### config.mk
export PLATFORM = sky130hd
export DESIGN_NAME = switch_input_function_mapper
export DESIGN_NICKNAME = d
export VERILOG_FILES = /design/src/shared/switch_map_pkg.sv /design/src/hdl/switch_input_function_mapper.sv
export SDC_FILE = /design/constraint.sdc
export NUM_CORES = 1
export LEC_CHECK = 0
export ABC_AREA = 0
export BUFFER_PORTS_ARGS = -buffer_cell sky130_fd_sc_hd__buf_2
export CELL_PAD_IN_SITES_DETAIL_PLACEMENT = 0
export CELL_PAD_IN_SITES_GLOBAL_PLACEMENT = 1
export CORE_AREA = 2 2 206 208
export DETAILED_ROUTE_END_ITERATION = 8
export DIE_AREA = 0 0 208 210
export PLACE_DENSITY_LB_ADDON = 0.1
export SLEW_MARGIN = 20
export SYNTH_ARGS = -nofsm -noshare
export SYNTH_HDL_FRONTEND = slang
export SYNTH_SLANG_ARGS = --single-unit
### constraint.sdc
create_clock -name mclk -period 5.4 [get_ports mclk]
set_clock_uncertainty 0.2 [all_clocks]
set_input_delay 0 -clock mclk [delete_from_list [all_inputs] [get_ports mclk]]
set_output_delay 0 -clock mclk [all_outputs]
set_load 0.02 [all_outputs]
### src/shared/switch_map_pkg.sv
// Constants and types for the switch input function mapper.
// Assumes a single 40 MHz system clock.
package switch_map_pkg;

  localparam int        NUM_IN        = 8;
  localparam int        NUM_ASG       = 7;
  localparam int        CODE_W        = 4;
  localparam int        DEB_W         = 18;
  localparam int        CLK_KHZ       = 40000;
  // Least stable time before a switch change is believed
  localparam int        DEB_TIME_US   = 5000;
  localparam int        DEB_CYC       = (DEB_TIME_US * CLK_KHZ + 999) / 1000;
  localparam int        RUN_IN        = 0;
  localparam logic [7:0] PIN_RST      = 8'hff;

  typedef logic [CODE_W-1:0] code_t;
  localparam code_t F_NONE      = 4'h0;
  localparam code_t F_JOG       = 4'h1;
  localparam code_t F_SCR_DN    = 4'h2;
  localparam code_t F_SCR_UP    = 4'h3;
  localparam code_t F_SEL01     = 4'h4;
  localparam code_t F_SEL02     = 4'h5;
  localparam code_t F_ADVANCE   = 4'h6;
  localparam code_t F_RETARD    = 4'h7;
  localparam code_t F_LOOP      = 4'h8;
  localparam code_t F_MODE      = 4'h9;
  localparam code_t F_RAMP      = 4'ha;
  localparam code_t F_FSTOP     = 4'hb;
  localparam code_t F_REVERSE   = 4'hc;
  localparam code_t F_MAX       = F_REVERSE;

  typedef code_t [NUM_ASG-1:0] asg_table_t;

  typedef struct packed {
    logic       run;
    logic       jog;
    logic       scroll_dn;
    logic       scroll_up;
    logic [1:0] setpt_sel;
    logic       advance;
    logic       retard;
    logic       open_loop;
    logic [1:0] ol_cfg;
    logic       master;
    logic       ramp_pair;
    logic       fast_stop;
    logic       reverse;
    logic       dir_flip;
  } ctrl_t;

  typedef struct packed {
    logic [NUM_IN-1:0]            sync1;
    logic [NUM_IN-1:0]            sync2;
    logic [NUM_IN-1:0]            deb;
    logic [NUM_IN-1:0][DEB_W-1:0] cnt;
    asg_table_t                   asg;
    logic                         err;
    ctrl_t                        ctrl;
  } st_t;

endpackage : switch_map_pkg

### src/hdl/switch_input_function_mapper.sv
// Switch input synchroniser, debouncer, function assignment and decoder.
// Assumes ground-closing switches on sw_n (low = closed) and a
// configuration source that writes one assignment per pulse.
//
// How it works
// RL1 - Advance active while its input is closed
// RL2 - Retard active while its input is closed
// RL3 - Loop input closed gives open-loop per config
// RL4 - Mode input open follower, closed master
// RL5 - Mode input assigned overrides stored mode variable
// RL6 - Closed jog input overrides master/follower choice
// RL7 - Ramp input open pair 0, closed pair 1
// RL8 - Ramp input assigned overrides stored ramp variable
// RL9 - Fast stop closed ramps down on fast ramp
// RL10 - Fast stop closed disables run/stop until open
// RL11 - Jog/master direction reverses while reverse closed
// RL12 - Follower direction opposes lead while reverse closed
// RL13 - No reverse input means forward or lead direction
// RL14 - Reverse change while running flags through-zero ramp
// RL15 - Input 0 fixed run/stop, 1-7 assignable
// RL16 - Codes 1 to 12 decode to their functions
// RL17 - Code 0 leaves an input unused
// RL18 - Duplicate nonzero code refused, error lit
// RL19 - All eight input states shown for display
// RL20 - Input 0 closed runs, open stops
// RL21 - Codes 4 and 5 form set-point selector
// RL22 - Inputs synchronised and debounced before decoding
module switch_input_function_mapper
  import switch_map_pkg::*;
#(
  parameter int DEBOUNCE_CYCLES = DEB_CYC
)
(
  input  wire logic              mclk,
  input  wire logic              rst_n,
  input  wire logic [NUM_IN-1:0] sw_n,
  input  wire logic              asg_wr,
  input  wire logic [2:0]        asg_idx,
  input  wire code_t             asg_code,
  input  wire logic              mode_select_var,
  input  wire logic              ramp_pair_select_var,
  input  wire logic [1:0]        open_loop_config_var,
  input  wire logic              fb_running,
  output      ctrl_t             ctrl,
  output      logic [NUM_IN-1:0] sw_status,
  output      asg_table_t        asg_table,
  output      logic              asg_err
);

  localparam logic [DEB_W-1:0] DEB_LAST = DEB_W'(DEBOUNCE_CYCLES - 1);

  st_t st;
  st_t next_st;

  always_comb
  begin
    logic [15:0] assigned;
    logic [15:0] active;
    logic        dup;
    logic        fs;
    logic        rev;
    assigned = '0;
    active   = '0;
    dup      = 1'b0;
    fs       = 1'b0;
    rev      = 1'b0;
    next_st  = st;

    // Two-stage synchroniser; the first stage feeds only the second
    next_st.sync1 = sw_n;                                    // [RL22]
    next_st.sync2 = st.sync1;                                // [RL22]

    // A level must hold DEBOUNCE_CYCLES before it is believed
    for (int i = 0; i < NUM_IN; i++)
    begin
      if (~st.sync2[i] == st.deb[i])
        next_st.cnt[i] = '0;
      else if (st.cnt[i] == DEB_LAST)
      begin
        next_st.cnt[i] = '0;
        next_st.deb[i] = ~st.sync2[i];                       // [RL22]
      end
      else
        next_st.cnt[i] = st.cnt[i] + 1'b1;
    end

    // Assignment writes; input 0 has no table entry
    next_st.err = 1'b0;
    if (asg_wr && asg_idx != 3'h0)
    begin
      for (int j = 0; j < NUM_ASG; j++)
        if (j != int'(asg_idx) - 1 && st.asg[j] == asg_code)
          dup = 1'b1;
      if ((asg_code != F_NONE && dup) || asg_code > F_MAX)
        next_st.err = 1'b1;                                  // [RL18]
      else
        next_st.asg[asg_idx - 3'h1] = asg_code;              // [RL15] [RL17]
    end

    // Presence and closed state per function code
    for (int k = 0; k < NUM_ASG; k++)
      if (st.asg[k] != F_NONE)
      begin
        assigned[st.asg[k]] = 1'b1;                          // [RL16]
        active[st.asg[k]]   = st.deb[k + 1];
      end

    fs  = assigned[F_FSTOP] & active[F_FSTOP];
    rev = assigned[F_REVERSE] & active[F_REVERSE];           // [RL13]

    next_st.ctrl.fast_stop = fs;                             // [RL9]
    next_st.ctrl.run       = ~fs & st.deb[RUN_IN];           // [RL10] [RL20]
    next_st.ctrl.jog       = assigned[F_JOG] & active[F_JOG];
    next_st.ctrl.scroll_dn = assigned[F_SCR_DN] & active[F_SCR_DN];
    next_st.ctrl.scroll_up = assigned[F_SCR_UP] & active[F_SCR_UP];
    next_st.ctrl.setpt_sel = {assigned[F_SEL02] & active[F_SEL02],
                              assigned[F_SEL01] & active[F_SEL01]}; // [RL21]
    next_st.ctrl.advance   = assigned[F_ADVANCE] & active[F_ADVANCE]; // [RL1]
    next_st.ctrl.retard    = assigned[F_RETARD] & active[F_RETARD]; // [RL2]
    next_st.ctrl.open_loop = assigned[F_LOOP] & active[F_LOOP]; // [RL3]
    next_st.ctrl.ol_cfg    = (assigned[F_LOOP] & active[F_LOOP]) ?
                             open_loop_config_var : 2'h0;    // [RL3]
    if (assigned[F_JOG] & active[F_JOG])
      next_st.ctrl.master = 1'b0;                            // [RL6]
    else if (assigned[F_MODE])
      next_st.ctrl.master = active[F_MODE];                  // [RL4] [RL5]
    else
      next_st.ctrl.master = mode_select_var;
    next_st.ctrl.ramp_pair = assigned[F_RAMP] ? active[F_RAMP]
                                              : ramp_pair_select_var; // [RL7] [RL8]
    // One flag serves both senses: A lags B, or opposite to lead
    next_st.ctrl.reverse  = rev;                             // [RL11] [RL12]
    next_st.ctrl.dir_flip = (rev != st.ctrl.reverse) & fb_running; // [RL14]
  end

  always_ff @(posedge mclk or negedge rst_n)
  begin
    if (!rst_n)
    begin
      st       <= '0;
      st.sync1 <= PIN_RST;
      st.sync2 <= PIN_RST;
    end
    else
      st <= next_st;
  end

  assign ctrl      = st.ctrl;
  assign sw_status = st.deb;                                 // [RL19]
  assign asg_table = st.asg;
  assign asg_err   = st.err;

  function automatic logic has_code(asg_table_t t, code_t c);
    logic r;
    r = 1'b0;
    for (int m = 0; m < NUM_ASG; m++)
      if (t[m] == c)
        r = 1'b1;
    return r;
  endfunction : has_code

  function automatic logic code_on(asg_table_t t, logic [7:0] d, code_t c);
    logic r;
    r = 1'b0;
    for (int m = 0; m < NUM_ASG; m++)
      if (t[m] == c)
        r = d[m + 1];
    return r;
  endfunction : code_on

  // Per-input debounce and status checks
  for (genvar g = 0; g < NUM_IN; g++)
  begin : g_pin_chk

  end
endmodule : switch_input_function_mapper

# Word level (Yosys, flattened, before mapping)
# Cells that the tools add are included.
dict set report totals {
  latch_bits 0
  memories 0
  wordCells 238
  mem_bits_rw 0
  out_inout_bits 53
  regBits 213
  in_bits 23
  rom_bits 0
}
dict set report classes {
  eq_ne 30
  n_shift 0
  div 0
  bitwise 37
  n_lt_le_gt_ge 17
  reduce_logical 37
  n_addsub 10
  n_mux 67
  mul 0
}
# op n
set op_table {}
lappend op_table {{$mux W18} 16}
lappend op_table {{$add A18 B1 Y18 const B} 8}
lappend op_table {{$eq A18 B18 Y1 const B} 8}
lappend op_table {{$mux W13} 8}
lappend op_table {{$bwmux W16} 6}
lappend op_table {{$mux W16} 6}
lappend op_table {{$or A13 B13 Y13} 6}
lappend op_table {{$lt A4 B5 Y1 const B} 7}
lappend op_table {{$reduce_bool A32 Y1} 1}
lappend op_table {{$reduce_bool A4 Y1} 8}
lappend op_table {{$bwmux W28} 1}
lappend op_table {{$demux W1 S4} 7}
lappend op_table {{$eq A4 B4 Y1} 7}
lappend op_table {{$ge A4 B1 Y1 const B} 7}
lappend op_table {{$mux W1} 20}
lappend op_table {{$not A1 Y1} 18}
lappend op_table {{$reduce_and A2 Y1} 9}
lappend op_table {{$logic_and A1 B1 Y1} 17}
lappend op_table {{$and A16 B16 Y16} 1}
lappend op_table {{$and A1 B1 Y1} 12}
lappend op_table {{$demux W4 S3} 1}
lappend op_table {{$ne A4 B4 Y1 const A} 3}
lappend op_table {{$eq A1 B1 Y1} 8}
lappend op_table {{$ne A3 B4 Y1 const A} 2}
lappend op_table {{other kinds (11)} 11}

# Logic depth before layout (Yosys ltp)
# Gate-level depths: netlist of the first run.
dict set report logic_depth {
  depth_word 21
  depth_mapped 10
}

# Least setup slack after synthesis of the first run
# Ideal clock, no wire load.
dict set report synth_timing {
  path_kind {register to register}
  from {reg st, in the netlist asg_table[18]}
  to {reg st, in the netlist ctrl[4]}
  stages_incl_launch_ff 8
  synth_period_minus_slack_ns 2.122
  path_buffers 1
  setup_slack_ns 3.278
  t_arrival_ns 1.793
  cell_sequence {dfrtp_1 buf_2 or4b_1 or2_0 a31oi_1 a31oi_1 o31ai_2 a21oi_1}
}
# element line
set synth_lines {}
lappend synth_lines {{start, declared} switch_input_function_mapper.sv:52} ;# st_t st;
lappend synth_lines {{start signal, assigned} switch_input_function_mapper.sv:145} ;# st <= next_st;

# Final worst setup path of the first run
dict set report layout_timing {
  from {in asg_idx[0]}
  to {reg st, in the netlist asg_table[3]}
}
dict set report layout_via {
  elab_chain_cells 15
}
# element line
set layout_lines {}
lappend layout_lines {{start, declared} switch_input_function_mapper.sv:38} ;# input wire logic [2:0] asg_idx,
lappend layout_lines {{$sub A3 B1 Y4} switch_input_function_mapper.sv:92} ;# if (j != int'(asg_idx) - 1 && st.asg[j] == asg_code)
lappend layout_lines {{$reduce_bool A32 Y1} switch_input_function_mapper.sv:92}
lappend layout_lines {{$logic_and A1 B1 Y1} switch_input_function_mapper.sv:92}
lappend layout_lines {{$mux W1 (7 in a row)} switch_input_function_mapper.sv:92}
lappend layout_lines {{$mux W1} switch_input_function_mapper.sv:89} ;# if (asg_wr && asg_idx != 3'h0)
lappend layout_lines {{$logic_and A1 B1 Y1} switch_input_function_mapper.sv:94} ;# if ((asg_code != F_NONE && dup) || asg_code > F_MAX)
lappend layout_lines {{$logic_or A1 B1 Y1} switch_input_function_mapper.sv:94}
lappend layout_lines {{$not A1 Y1 (no line)} --}
lappend layout_lines {{$reduce_and A2 Y1 (no line)} --}
# Several ways; a longest one is shown, not always the timed one. The select of a mux whose other input is x is not followed.
# A chain may end at the register's enable or synchronous reset.

==> metrics.cfg, run 1 <==
[timing]
period_minus_slack_ns = 3.87
finalCritPeriodShare = 0.716
fin_tns_setup_ns = 0
worst_pin_slew_ns = 1.11
hold_viol_final = 0
rsz0062_at_grt = no
fmax_mhz = 258
relSlewSlack = 0.257
setup_viol = 0
slew_violations = 0

[clock_tree]
ctsHoldBuffers = 35
cts_buffers = 28
cts_max_level = 1
ctsResizeCount = 0
cts_sinks = 213
clk_pin_slew_ns = 0.06
clock_latency_ns = 0.57
clk_path_buf_depth = 3
root_buffer = clkbuf_16
cts_tree = yes
post_cts_buffers = 0

[run_status]
status = finished clean

[layout]
fill_cells = 4371
drive_gt1_frac = 0.118
final_cell_area_sq_um = 13900
syn_to_final_growth_pct = 13.3
nets = 1433
antenna_cells = 0

[critical_path]
path_cells = dlygate4sd3_1 -> buf_2 -> inv_1 -> ha_1 -> nand2b_1 -> o21ai_1 -> a21oi_1 -> nor4_4 -> buf_4 -> nand4_1 -> dlygate4sd3_1 -> o211ai_1 -> dlygate4sd3_1
reg2reg_depth = 9
rr_endpoint = asg_table[3]$_DFFE_PN0P_
crit_arrival_ns = 4.17
startpoint = asg_idx[0]
critPathMaxStageDelay_ns = 0.87
cp-end-kind = register
cp.required_ns = 5.70
crit_path_top_delay_cell = nor4_4
start_kind = primary input
r2r_slack_ns = 1.67
worst-setup-path-type = in -> reg
crit_end = asg_table[3]$_DFFE_PN0P_
r2r-start = asg_table[20]$_DFFE_PN0P_
cp_common_cell = dlygate4sd3_1
cp_max_fo = 19

[drt]
routed_via_density = 4.89
vias = 9581
drtAntennaViolNets = 0
route.detailed.drc = 0
firstDrtPassIters = 5
wire_per_inst_um = 17.6
routed_wirelength_um = 34400
drtIter0Drc = 450

[synthesis]
synthArstFlopShare = 1.00
yosysUniqueCellTypes = 73
synthSimpleGateAreaFrac = 0.278
synthXorXnorAreaFrac = 0.116
synthFlopType = dfrtp_1
synth_edf_count = 0
netlist_area_sq_um = 12300
synth_top_family_by_area = simple AND/OR/NAND/NOR gates
synth-compound-area-share = 0.0743
synthTopCellsByArea = dfrtp_1 (40%), nor2_1 (6.9%), xor2_1 (6.1%), xnor2_1 (5.5%), nand4_1 (4.0%)
yosysWarnings = 0
ys_seq_area_frac = 0.435
synth_fa_ha_area_frac = 0.0132
synth_top_area_cell = dfrtp_1
synth.top_cell.area_share = 0.401
ys_ff_latch = 213
synth.area.mux_share = 0.0110
synth_cells = 1374
syn_nets = 1410
syn_area_per_cell_sq_um = 8.95

[power]
power.switching_mw = 1.06
powerDensity_nw_per_um2 = 280
p_leak_nw = 5.90
switching_share = 0.272
peakVddDrop_uv = 226
pwr-share-clk = 0.458
power_frac_seq = 0.440
intPower_mw = 2.84
combPwrFrac = 0.102

[place]
dp_hpwl_um = 24100
place_congestion = 0.796
place_area_sq_um = 12700
numPortBuffers = 75

[floorplan]
boundaryPins = 76
die_width_um = 208
start_util = 0.296
core_area_sq_um = 41500
dieArea_sq_um = 43700
fp-row-count = 75
die_h_um = 210

[global_route]
grt_pass1_wl_um = 55500
grt_overflow = 0
track_usage = 0.159
grt_max_degree = 100
antenna_found_initial = 0
grt_pass1_vias = 9740

[flow_run]
drv_cap = 0

[worst_hold_path]
min_path_cells = 4
hold_path_class = in -> reg

cell families after synthesis:
kind of cell,after synthesis
mux,13
flops,213
fa+ha+maj,13
simple gates,681
buf+inv,162
xor+xnor,163
compound gates,129
cell usage after synthesis (all sizes together) (16+ instances only):
cell and instances:
clkbuf 28, nand3 69, buf 95, nand2 128, nand4 78, xnor2 77, a21oi 28, inv 39
dfrtp 197, nand2b 23, nor3 41, o211ai 27, nor2 226, xor2 86, dfstp 16, and3 21
cells in the final DEF, fill, tap and decap left out, drive strengths merged, types with 41 or more instances in the layout:
| cell | n |
|---|---|
| buf | 82 |
| xor2 | 86 |
| nand4 | 78 |
| clkbuf | 41 |
| xnor2 | 77 |
| nand3 | 69 |
| dfrtp | 197 |
| nand2 | 128 |
| nor3 | 41 |
| nor2 | 226 |
metal layers:
metal  GRT usage  wire length (um)  vias to the layer above
met5           0                 0                        -
met4      0.0499               920                        0
met3      0.0320              1560                       54
met2       0.259             15900                      155
met1       0.212             16100                     4640
li1            -                 -                     4732
final cells by class:
type / count / area, sq um / area share
clock inverters: 11 / 68.8 / 0.00494
inverters: 39 / 146 / 0.0105
clock buffers: 41 / 830 / 0.0596
repair buffers: 116 / 798 / 0.0573
multi-input cells: 999 / 6060 / 0.435
flip-flops and latches: 213 / 5350 / 0.384
well taps: 539 / 674 / 0.0484
worst min-delay path by stage:
| stage | from | to | slack, ns |
|---|---|---|---|
| finish | mode_select_var | ctrl[4]$_DFF_PN0_ | 0.09 |
| detailed placement | sw_n[7] | next_st[204]$_DFF_PN1_ | -0.09 |
| global route | mode_select_var | ctrl[4]$_DFF_PN0_ | 0.08 |
| global placement | sw_n[2] | next_st[199]$_DFF_PN1_ | -0.09 |
| CTS | mode_select_var | ctrl[4]$_DFF_PN0_ | 0.06 |
| floorplan | rst_n | asg_err$_DFF_PN0_ | -0.50 |
critical path, delay by kind of cell:
family                   cells  cell delay, ns
AND/OR/NAND/NOR              3            1.07
buffers and inverters        6            2.37
AO/OA/AOI/OAI                3            0.51
adder cells (fa/ha/maj)      1            0.22
power by group through the flow:
stage | Sequential [mW] | Combinational, mW | Clock (mW)
after CTS | 1.72 | 0.407 | 1.86
after detailed placement | 1.74 | 0.381 | 0
final | 1.72 | 0.399 | 1.79
after global placement | 1.74 | 0.387 | 0
after global routing | 1.73 | 0.448 | 1.94
after floorplan | 1.70 | 0.316 | 0
stage by stage:
stage	setup slack, ns	cells	power, mW	utilization	hold slack, ns
global route	1.30	1958	4.11	0.336	0.0751
floorplan	3.28	1374	2.01	-	-0.496
CTS	1.61	1958	3.99	0.336	0.0588
finish	1.53	1958	3.91	0.336	0.0911
detailed placement	2.24	1871	2.13	0.305	-0.0938
global placement	2.25	1871	2.13	0.305	-0.0942
registers in the layout (all words and copies together), names as in the netlist:
signal and cells:
sw_status 8, st 152, ctrl 16, next_st 8, asg_table 28, asg_err 1
Power figures use the tool's default switching activity.
==> run 2, diff against run 1 <==
ABC_AREA = 1   (was 0)
CORE_AREA = 2 2 207 209   (was 2 2 206 208)
DIE_AREA = 0 0 209 211   (was 0 0 208 210)
clock period = 3.3 ns   (was 5.4 ns; I/O delays follow)
==> metrics.cfg, run 2 <==
[drt]
vias = 10756  ; +12%
routed_via_density = 4.63  ; -5.3%
wire_per_inst_um = 15.1  ; -14%
route.detailed.drc = 0  ; unchanged
firstDrtPassIters = 5  ; unchanged
drtAntennaViolNets = 0  ; unchanged
routed_wirelength_um = 35200  ; +2.1%
drtIter0Drc = 590  ; +31%

[timing]
rsz0062_at_grt = no
hold_slack_ns = 0.0593  ; -0.0318 ns
finalCritPeriodShare = 0.909
fmax_mhz = 334
relSlewSlack = 0.603  ; +0.346
period_minus_slack_ns = 3.00
fin_ws_ns = 0.302  ; -1.23 ns
hold_viol_final = 0  ; unchanged
setup_viol = 0  ; unchanged
fin_tns_setup_ns = 0  ; unchanged
worst_pin_slew_ns = 0.592  ; -0.521 ns
slew_violations = 0  ; unchanged

[floorplan]
die_width_um = 209  ; +0.48%
boundaryPins = 76  ; unchanged
dieArea_sq_um = 44100  ; +0.96%
core_area_sq_um = 41800  ; +0.68%
start_util = 0.297  ; about the same
fp-row-count = 75  ; unchanged
die_h_um = 211  ; +0.48%

[synthesis]
synth_edf_count = 0  ; unchanged
yosysWarnings = 0  ; unchanged
synth_most_common_cell = nand2_1
synthFlopType = dfrtp_1
syn_area_per_cell_sq_um = 7.40  ; -17%
netlist_area_sq_um = 12400  ; +0.76%
synth_top_area_cell = dfrtp_1
ys_ff_latch = 213  ; unchanged
syn_nets = 1709  ; +21%
synth.top_cell.area_share = 0.398  ; -0.00304
ys_seq_area_frac = 0.432  ; -0.00330
synthArstFlopShare = 1.00  ; unchanged
synthTopCellsByArea = dfrtp_1 (40%), nand2_1 (12%), nor2_1 (7.2%), inv_1 (6.6%), nand3_1 (4.6%)
yosysUniqueCellTypes = 51  ; -30%
synthTopCellsByCount = nand2_1 (399), nor2_1 (239), inv_1 (217)
synth_cells = 1673  ; +22%

[clock_tree]
root_buffer = clkbuf_16
cts_buffers = 28  ; unchanged
clock_latency_ns = 0.56  ; about the same
cts_sinks = 213  ; unchanged
clk_pin_slew_ns = 0.06  ; about the same
cts_max_level = 1  ; unchanged
cts_tree = yes
clk_path_buf_depth = 3  ; unchanged

[critical_path]
reg2reg_depth = 13  ; +4
path_cells = dlygate4sd3_1 -> buf_2 -> inv_2 -> ha_1 -> nand2_1 -> nand2_1 -> dlygate4sd3_1 -> clkinvlp_4 -> nand4_1 -> dlygate4sd3_1 -> nand2_1 -> dlygate4sd3_1
cp_common_cell = dlygate4sd3_1
cp-end-kind = register
critPathMaxStageDelay_ns = 0.62  ; -0.25 ns
start_kind = primary input
cp_max_fo = 9  ; -10
cp.required_ns = 3.55  ; -2.15 ns
crit_arrival_ns = 3.25  ; -0.92 ns
cp.depth = 12  ; -1
crit_path_top_delay_cell = dlygate4sd3_1
path_buf_inv = 7  ; +1
worst-setup-path-type = in -> reg
path_delay_family = buffers and inverters

[global_route]
grt_overflow = 0  ; unchanged
antenna_found_initial = 0  ; unchanged
grt_max_degree = 82  ; -18%
grt_pass1_vias = 11020  ; +13%
grt_pass1_wl_um = 58600  ; +5.6%
track_usage = 0.163  ; +0.00475

[power]
intPower_mw = 5.64  ; +98%
power.switching_mw = 3.54  ; +230%
pwr-share-clk = 0.339  ; -0.119
switching_share = 0.386  ; +0.114
power_frac_seq = 0.370  ; -0.070
peakVddDrop_uv = 387  ; +71%
combPwrFrac = 0.292  ; +0.190
powerDensity_nw_per_um2 = 634  ; +130%
p_leak_nw = 6.64  ; +13%

[place]
numPortBuffers = 75  ; unchanged
pre_cts_slack_ns = 0.842  ; -1.40 ns
place_congestion = 0.813  ; +2.1%
dp_hpwl_um = 25500  ; +6.1%

[flow_run]
drv_cap = 0  ; unchanged

[layout]
nets = 1797  ; +25%
drive_gt1_frac = 0.0981  ; -0.0195
antenna_cells = 0  ; unchanged
syn_to_final_growth_pct = 16.9
final_cell_mix = nand2_1 (399), nor2_1 (239), inv_1 (217)
layout_commonest_cell = nand2_1
max_flop_register = st
fill_cells = 4435  ; +1.5%
largest_register_ffs = 152  ; unchanged

[run_status]
status = finished clean

[worst_hold_path]
min_path_cells = 3  ; -1
hold_path_class = in -> reg

-- run 2: what timing repair did --
action,in CTS,in global routing
resized for setup,0,2
endpoints found under the setup margin,0,1
buffers inserted,0,8
hold endpoints to repair,244,0
hold buffers,41,0
-- run 2: stage by stage --
step            util  cell area (sq um)  power, mW  std cells
3_5_place_dp   0.312              13000       6.02       2221
3_3_place_gp   0.312              13000       6.04       2221
4_1_cts        0.345              14400       9.29       2314
2_1_floorplan      -              12400       5.32       1673
5_1_grt        0.347              14500       9.83       2322
6_report       0.347              14500       9.18       2322
-- run 2: layout make-up --
class / count / area (sq um) / area share
Clock buffer: 39 / 822 / 0.0568
Clock inverter: 13 / 130 / 0.00899
Inverter: 221 / 833 / 0.0576
Multi-Input combinational cell: 1162 / 5690 / 0.393
Sequential cell: 213 / 5350 / 0.370
Tap cell: 539 / 674 / 0.0466
Timing Repair Buffer: 135 / 981 / 0.0677
-- run 2: power by group through the flow --
stage / clock, mW / sequential, mW / combinational (mW)
6_report: 3.11 / 3.39 / 2.68
5_1_grt: 3.33 / 3.45 / 3.06
4_1_cts: 3.24 / 3.39 / 2.66
3_5_place_dp: 0 / 3.44 / 2.58
3_3_place_gp: 0 / 3.44 / 2.60
2_1_floorplan: 0 / 3.19 / 2.12
-- run 2: kinds of logic (layout without fill, tap and decap cells) --
family          after synthesis  after routing  synth area share
xor+xnor                     61             61            0.0431
flops                       213            213             0.432
simple gates                938            938             0.332
buf+inv                     298            408             0.109
fa+ha+maj                    13             13            0.0131
compound gates              146            146            0.0674
mux                           4              4           0.00323
-- run 2: worst reg2reg max path: cells and delay by family (launching register included) --
kind            cells  cell delay [ns]
buf+inv             3             1.29
simple gates        9             0.78
flops               1             0.52
compound gates      1             0.08
-- run 2: final timing paths --
kind	to	from	slack, ns
max	asg_table[26]$_DFFE_PN0P_	asg_idx[0]	0.30
min	ctrl[6]$_DFF_PN0_	open_loop_config_var[1]	0.06
max reg2reg	asg_table[26]$_DFFE_PN0P_	asg_table[1]$_DFFE_PN0P_	0.34
min reg2reg	st[198]$_DFF_PN1_	next_st[198]$_DFF_PN1_	0.15
max in group asynchronous	st[176]$_DFF_PN0_	rst_n	2.03
min in group asynchronous	st[204]$_DFF_PN1_	rst_n	0.43
-- run 2: routing by layer --
metal	vias up	global-route usage	share of wire
li1	5552	-	-
met1	5060	0.230	0.50
met2	117	0.270	0.46
met3	27	0.0193	0.027
met4	0	0.0360	0.014
met5	-	0	0
==> run 3, diff against run 2 <==
ABC_AREA = 0   (was 1)
CORE_AREA = 2 2 206 208   (was 2 2 207 209)
CTS_CLUSTER_DIAMETER = 50   (was unset)
DIE_AREA = 0 0 208 210   (was 0 0 209 211)
clock period = 3.55 ns   (was 3.3 ns; I/O delays follow)
==> metrics.cfg, run 3 (same netlist as run 1, synthesis figures left out) <==
[run_status]
status = finished clean

[timing]
fin_tns_setup_ns = 0  ; unchanged
worst_pin_slew_ns = 1.08  ; +0.487 ns
finalCritPeriodShare = 0.902
fmax_mhz = 312
hold_slack_ns = 0.0566  ; -0.00272 ns
hold_viol_final = 0  ; unchanged
setup_viol = 0  ; unchanged
rsz0062_at_grt = no
period_minus_slack_ns = 3.20
slew_violations = 0  ; unchanged
relSlewSlack = 0.276  ; -0.327

[floorplan]
start_util = 0.296  ; about the same
die_h_um = 210  ; -0.47%
die_width_um = 208  ; -0.48%
fp-row-count = 75  ; unchanged
dieArea_sq_um = 43700  ; -0.95%
boundaryPins = 76  ; unchanged
core_area_sq_um = 41500  ; -0.67%

[place]
dp_hpwl_um = 24400  ; -4.5%
numPortBuffers = 75  ; unchanged
place_congestion = 0.817  ; +0.44%

[global_route]
grt_pass1_wl_um = 57000  ; -2.7%
grt_max_degree = 67  ; -18%
grt_overflow = 0  ; unchanged
grt_util_met1 = 0.223  ; -0.00716
gr-usage-met3 = 0.0296  ; +0.0103
track_usage = 0.163  ; about the same
grt_busiest_layer = met2
use_met2 = 0.259  ; -0.0112
antenna_found_initial = 0  ; unchanged
grt_pass1_vias = 10048  ; -8.8%

[worst_hold_path]
min_path_cells = 6  ; +3
hp-start = asg_idx[2]
min_to = asg_table[8]$_DFFE_PN0P_
hold_path_class = in -> reg

[clock_tree]
cts_buffers = 38  ; +36%
cts_sinks = 213  ; unchanged
cts_tree = yes
post_cts_buffers = 0  ; unchanged
cts_max_level = 2  ; +1
clk_path_buf_depth = 3  ; unchanged
ctsResizeCount = 0  ; unchanged
root_buffer = clkbuf_16
clock_latency_ns = 0.54  ; -0.02 ns
clk_pin_slew_ns = 0.04  ; -0.02 ns

[critical_path]
worst-setup-path-type = in -> reg
cp_max_fo = 15  ; +6
cp.required_ns = 3.75  ; +0.20 ns
r2r-start = asg_table[8]$_DFFE_PN0P_
crit_arrival_ns = 3.40  ; +0.15 ns
reg2reg_depth = 7  ; -6
start_kind = primary input
rr_endpoint = asg_table[19]$_DFFE_PN0P_
r2r_slack_ns = 0.50  ; +0.16 ns
cp-end-kind = register

[layout]
syn_to_final_growth_pct = 16.8  ; about the same
nets = 1450  ; -19%
drive_gt1_frac = 0.130  ; +0.0315
antenna_cells = 0  ; unchanged
largest_register_ffs = 152  ; unchanged
max_flop_register = st
final_cell_mix = nor2_1 (226), dfrtp_1 (197), nand2_1 (128)
layout_commonest_cell = nor2_1

[drt]
route.detailed.drc = 0  ; unchanged
drtIter0Drc = 472  ; -20%
routed_via_density = 4.87  ; +5.1%
routed_wirelength_um = 34600  ; -1.7%
vias = 9647  ; -10%
drtAntennaViolNets = 0  ; unchanged
firstDrtPassIters = 5  ; unchanged
wire_per_inst_um = 17.4  ; +15%

[power]
powerDensity_nw_per_um2 = 478  ; -25%
peakVddDrop_uv = 309  ; -20%
p_leak_nw = 6.10  ; -8.2%

[flow_run]
drv_cap = 0  ; unchanged

==> run 3: changes by cell type in the layout (fill, tap and decap cells not counted), moves of 12 or more <==
cell      before  now
a21oi_1       50   26
and3_1         2   21
inv_1        217   39
nand2_1      399  128
nand2b_1       0   23
nand3_1      114   69
nor2_1       239  226
nor3_1        60   41
nor3b_1       15    3
nor4_1        19    4
o211ai_1       5   27
o21ai_0       51    9
xnor2_1       25   77
xor2_1        36   86
==> run 3: area by class of cell <==
type,instances,area (sq um)
Tap cell,539,674
Clock buffer,51,1050
Clock inverter,17,214
Timing Repair Buffer,123,861
Fill cell,4340,27100
Multi-Input combinational cell,999,6060
Sequential cell,213,5350
Inverter,39,146
==> run 3: power breakdown <==
part           leakage, nW  switching (mW)  internal (mW)
Sequential            2.76           0.112           2.50
Combinational         2.73           0.398          0.226
Clock                0.607            1.26           2.37
Total                 6.10            1.77           5.10
==> run 3: metal layers <==
layer	wire length [um]	vias up
li1	-	4778
met1	16700	4657
met2	15700	154
met3	1260	58
met4	957	0
met5	0	-
==> run 3: worst max path at each step <==
stage	to	slack, ns	startpoint	cells after the start
2_1_floorplan	ctrl[4]$_DFF_PN0_	1.43	asg_table[18]$_DFFE_PN0P_	7
3_3_place_gp	st[150]$_DFF_PN0_	0.93	st[135]$_DFF_PN0_	7
3_5_place_dp	asg_table[7]$_DFFE_PN0P_	0.89	asg_idx[0]	9
4_1_cts	asg_table[19]$_DFFE_PN0P_	0.40	asg_idx[0]	11
5_1_grt	asg_table[19]$_DFFE_PN0P_	0.13	asg_idx[0]	11
6_report	asg_table[19]$_DFFE_PN0P_	0.35	asg_idx[0]	11
==> run 3: worst max-delay path, stage by stage <==
cell	delay, ns
dlygate4sd3_1	0.51
buf_2	0.18
inv_1	0.13
ha_1	0.26
or2_1	0.23
o21ai_2	0.21
a21oi_1	0.15
nor4_4	0.31
and2_1	0.65
o211ai_1	0.18
dlygate4sd3_1	0.59
==> run 3: per-stage QoR <==
stage | worst slack [ns] | power [mW] | std cells | util | cell area [sq um]
floorplan | 1.43 | 3.06 | 1374 | - | 12300
global placement | 0.926 | 3.25 | 1879 | 0.307 | 12700
detailed placement | 0.890 | 3.25 | 1879 | 0.307 | 12700
CTS | 0.400 | 7.02 | 1981 | 0.346 | 14400
global route | 0.133 | 7.20 | 1981 | 0.346 | 14400
finish | 0.349 | 6.87 | 1981 | 0.346 | 14400
==> run 3: timing repair <==
item / in CTS / in global routing
hold endpoints to repair: 226 / 0
hold buffers: 34 / 0
setup endpoints to repair: 0 / 0
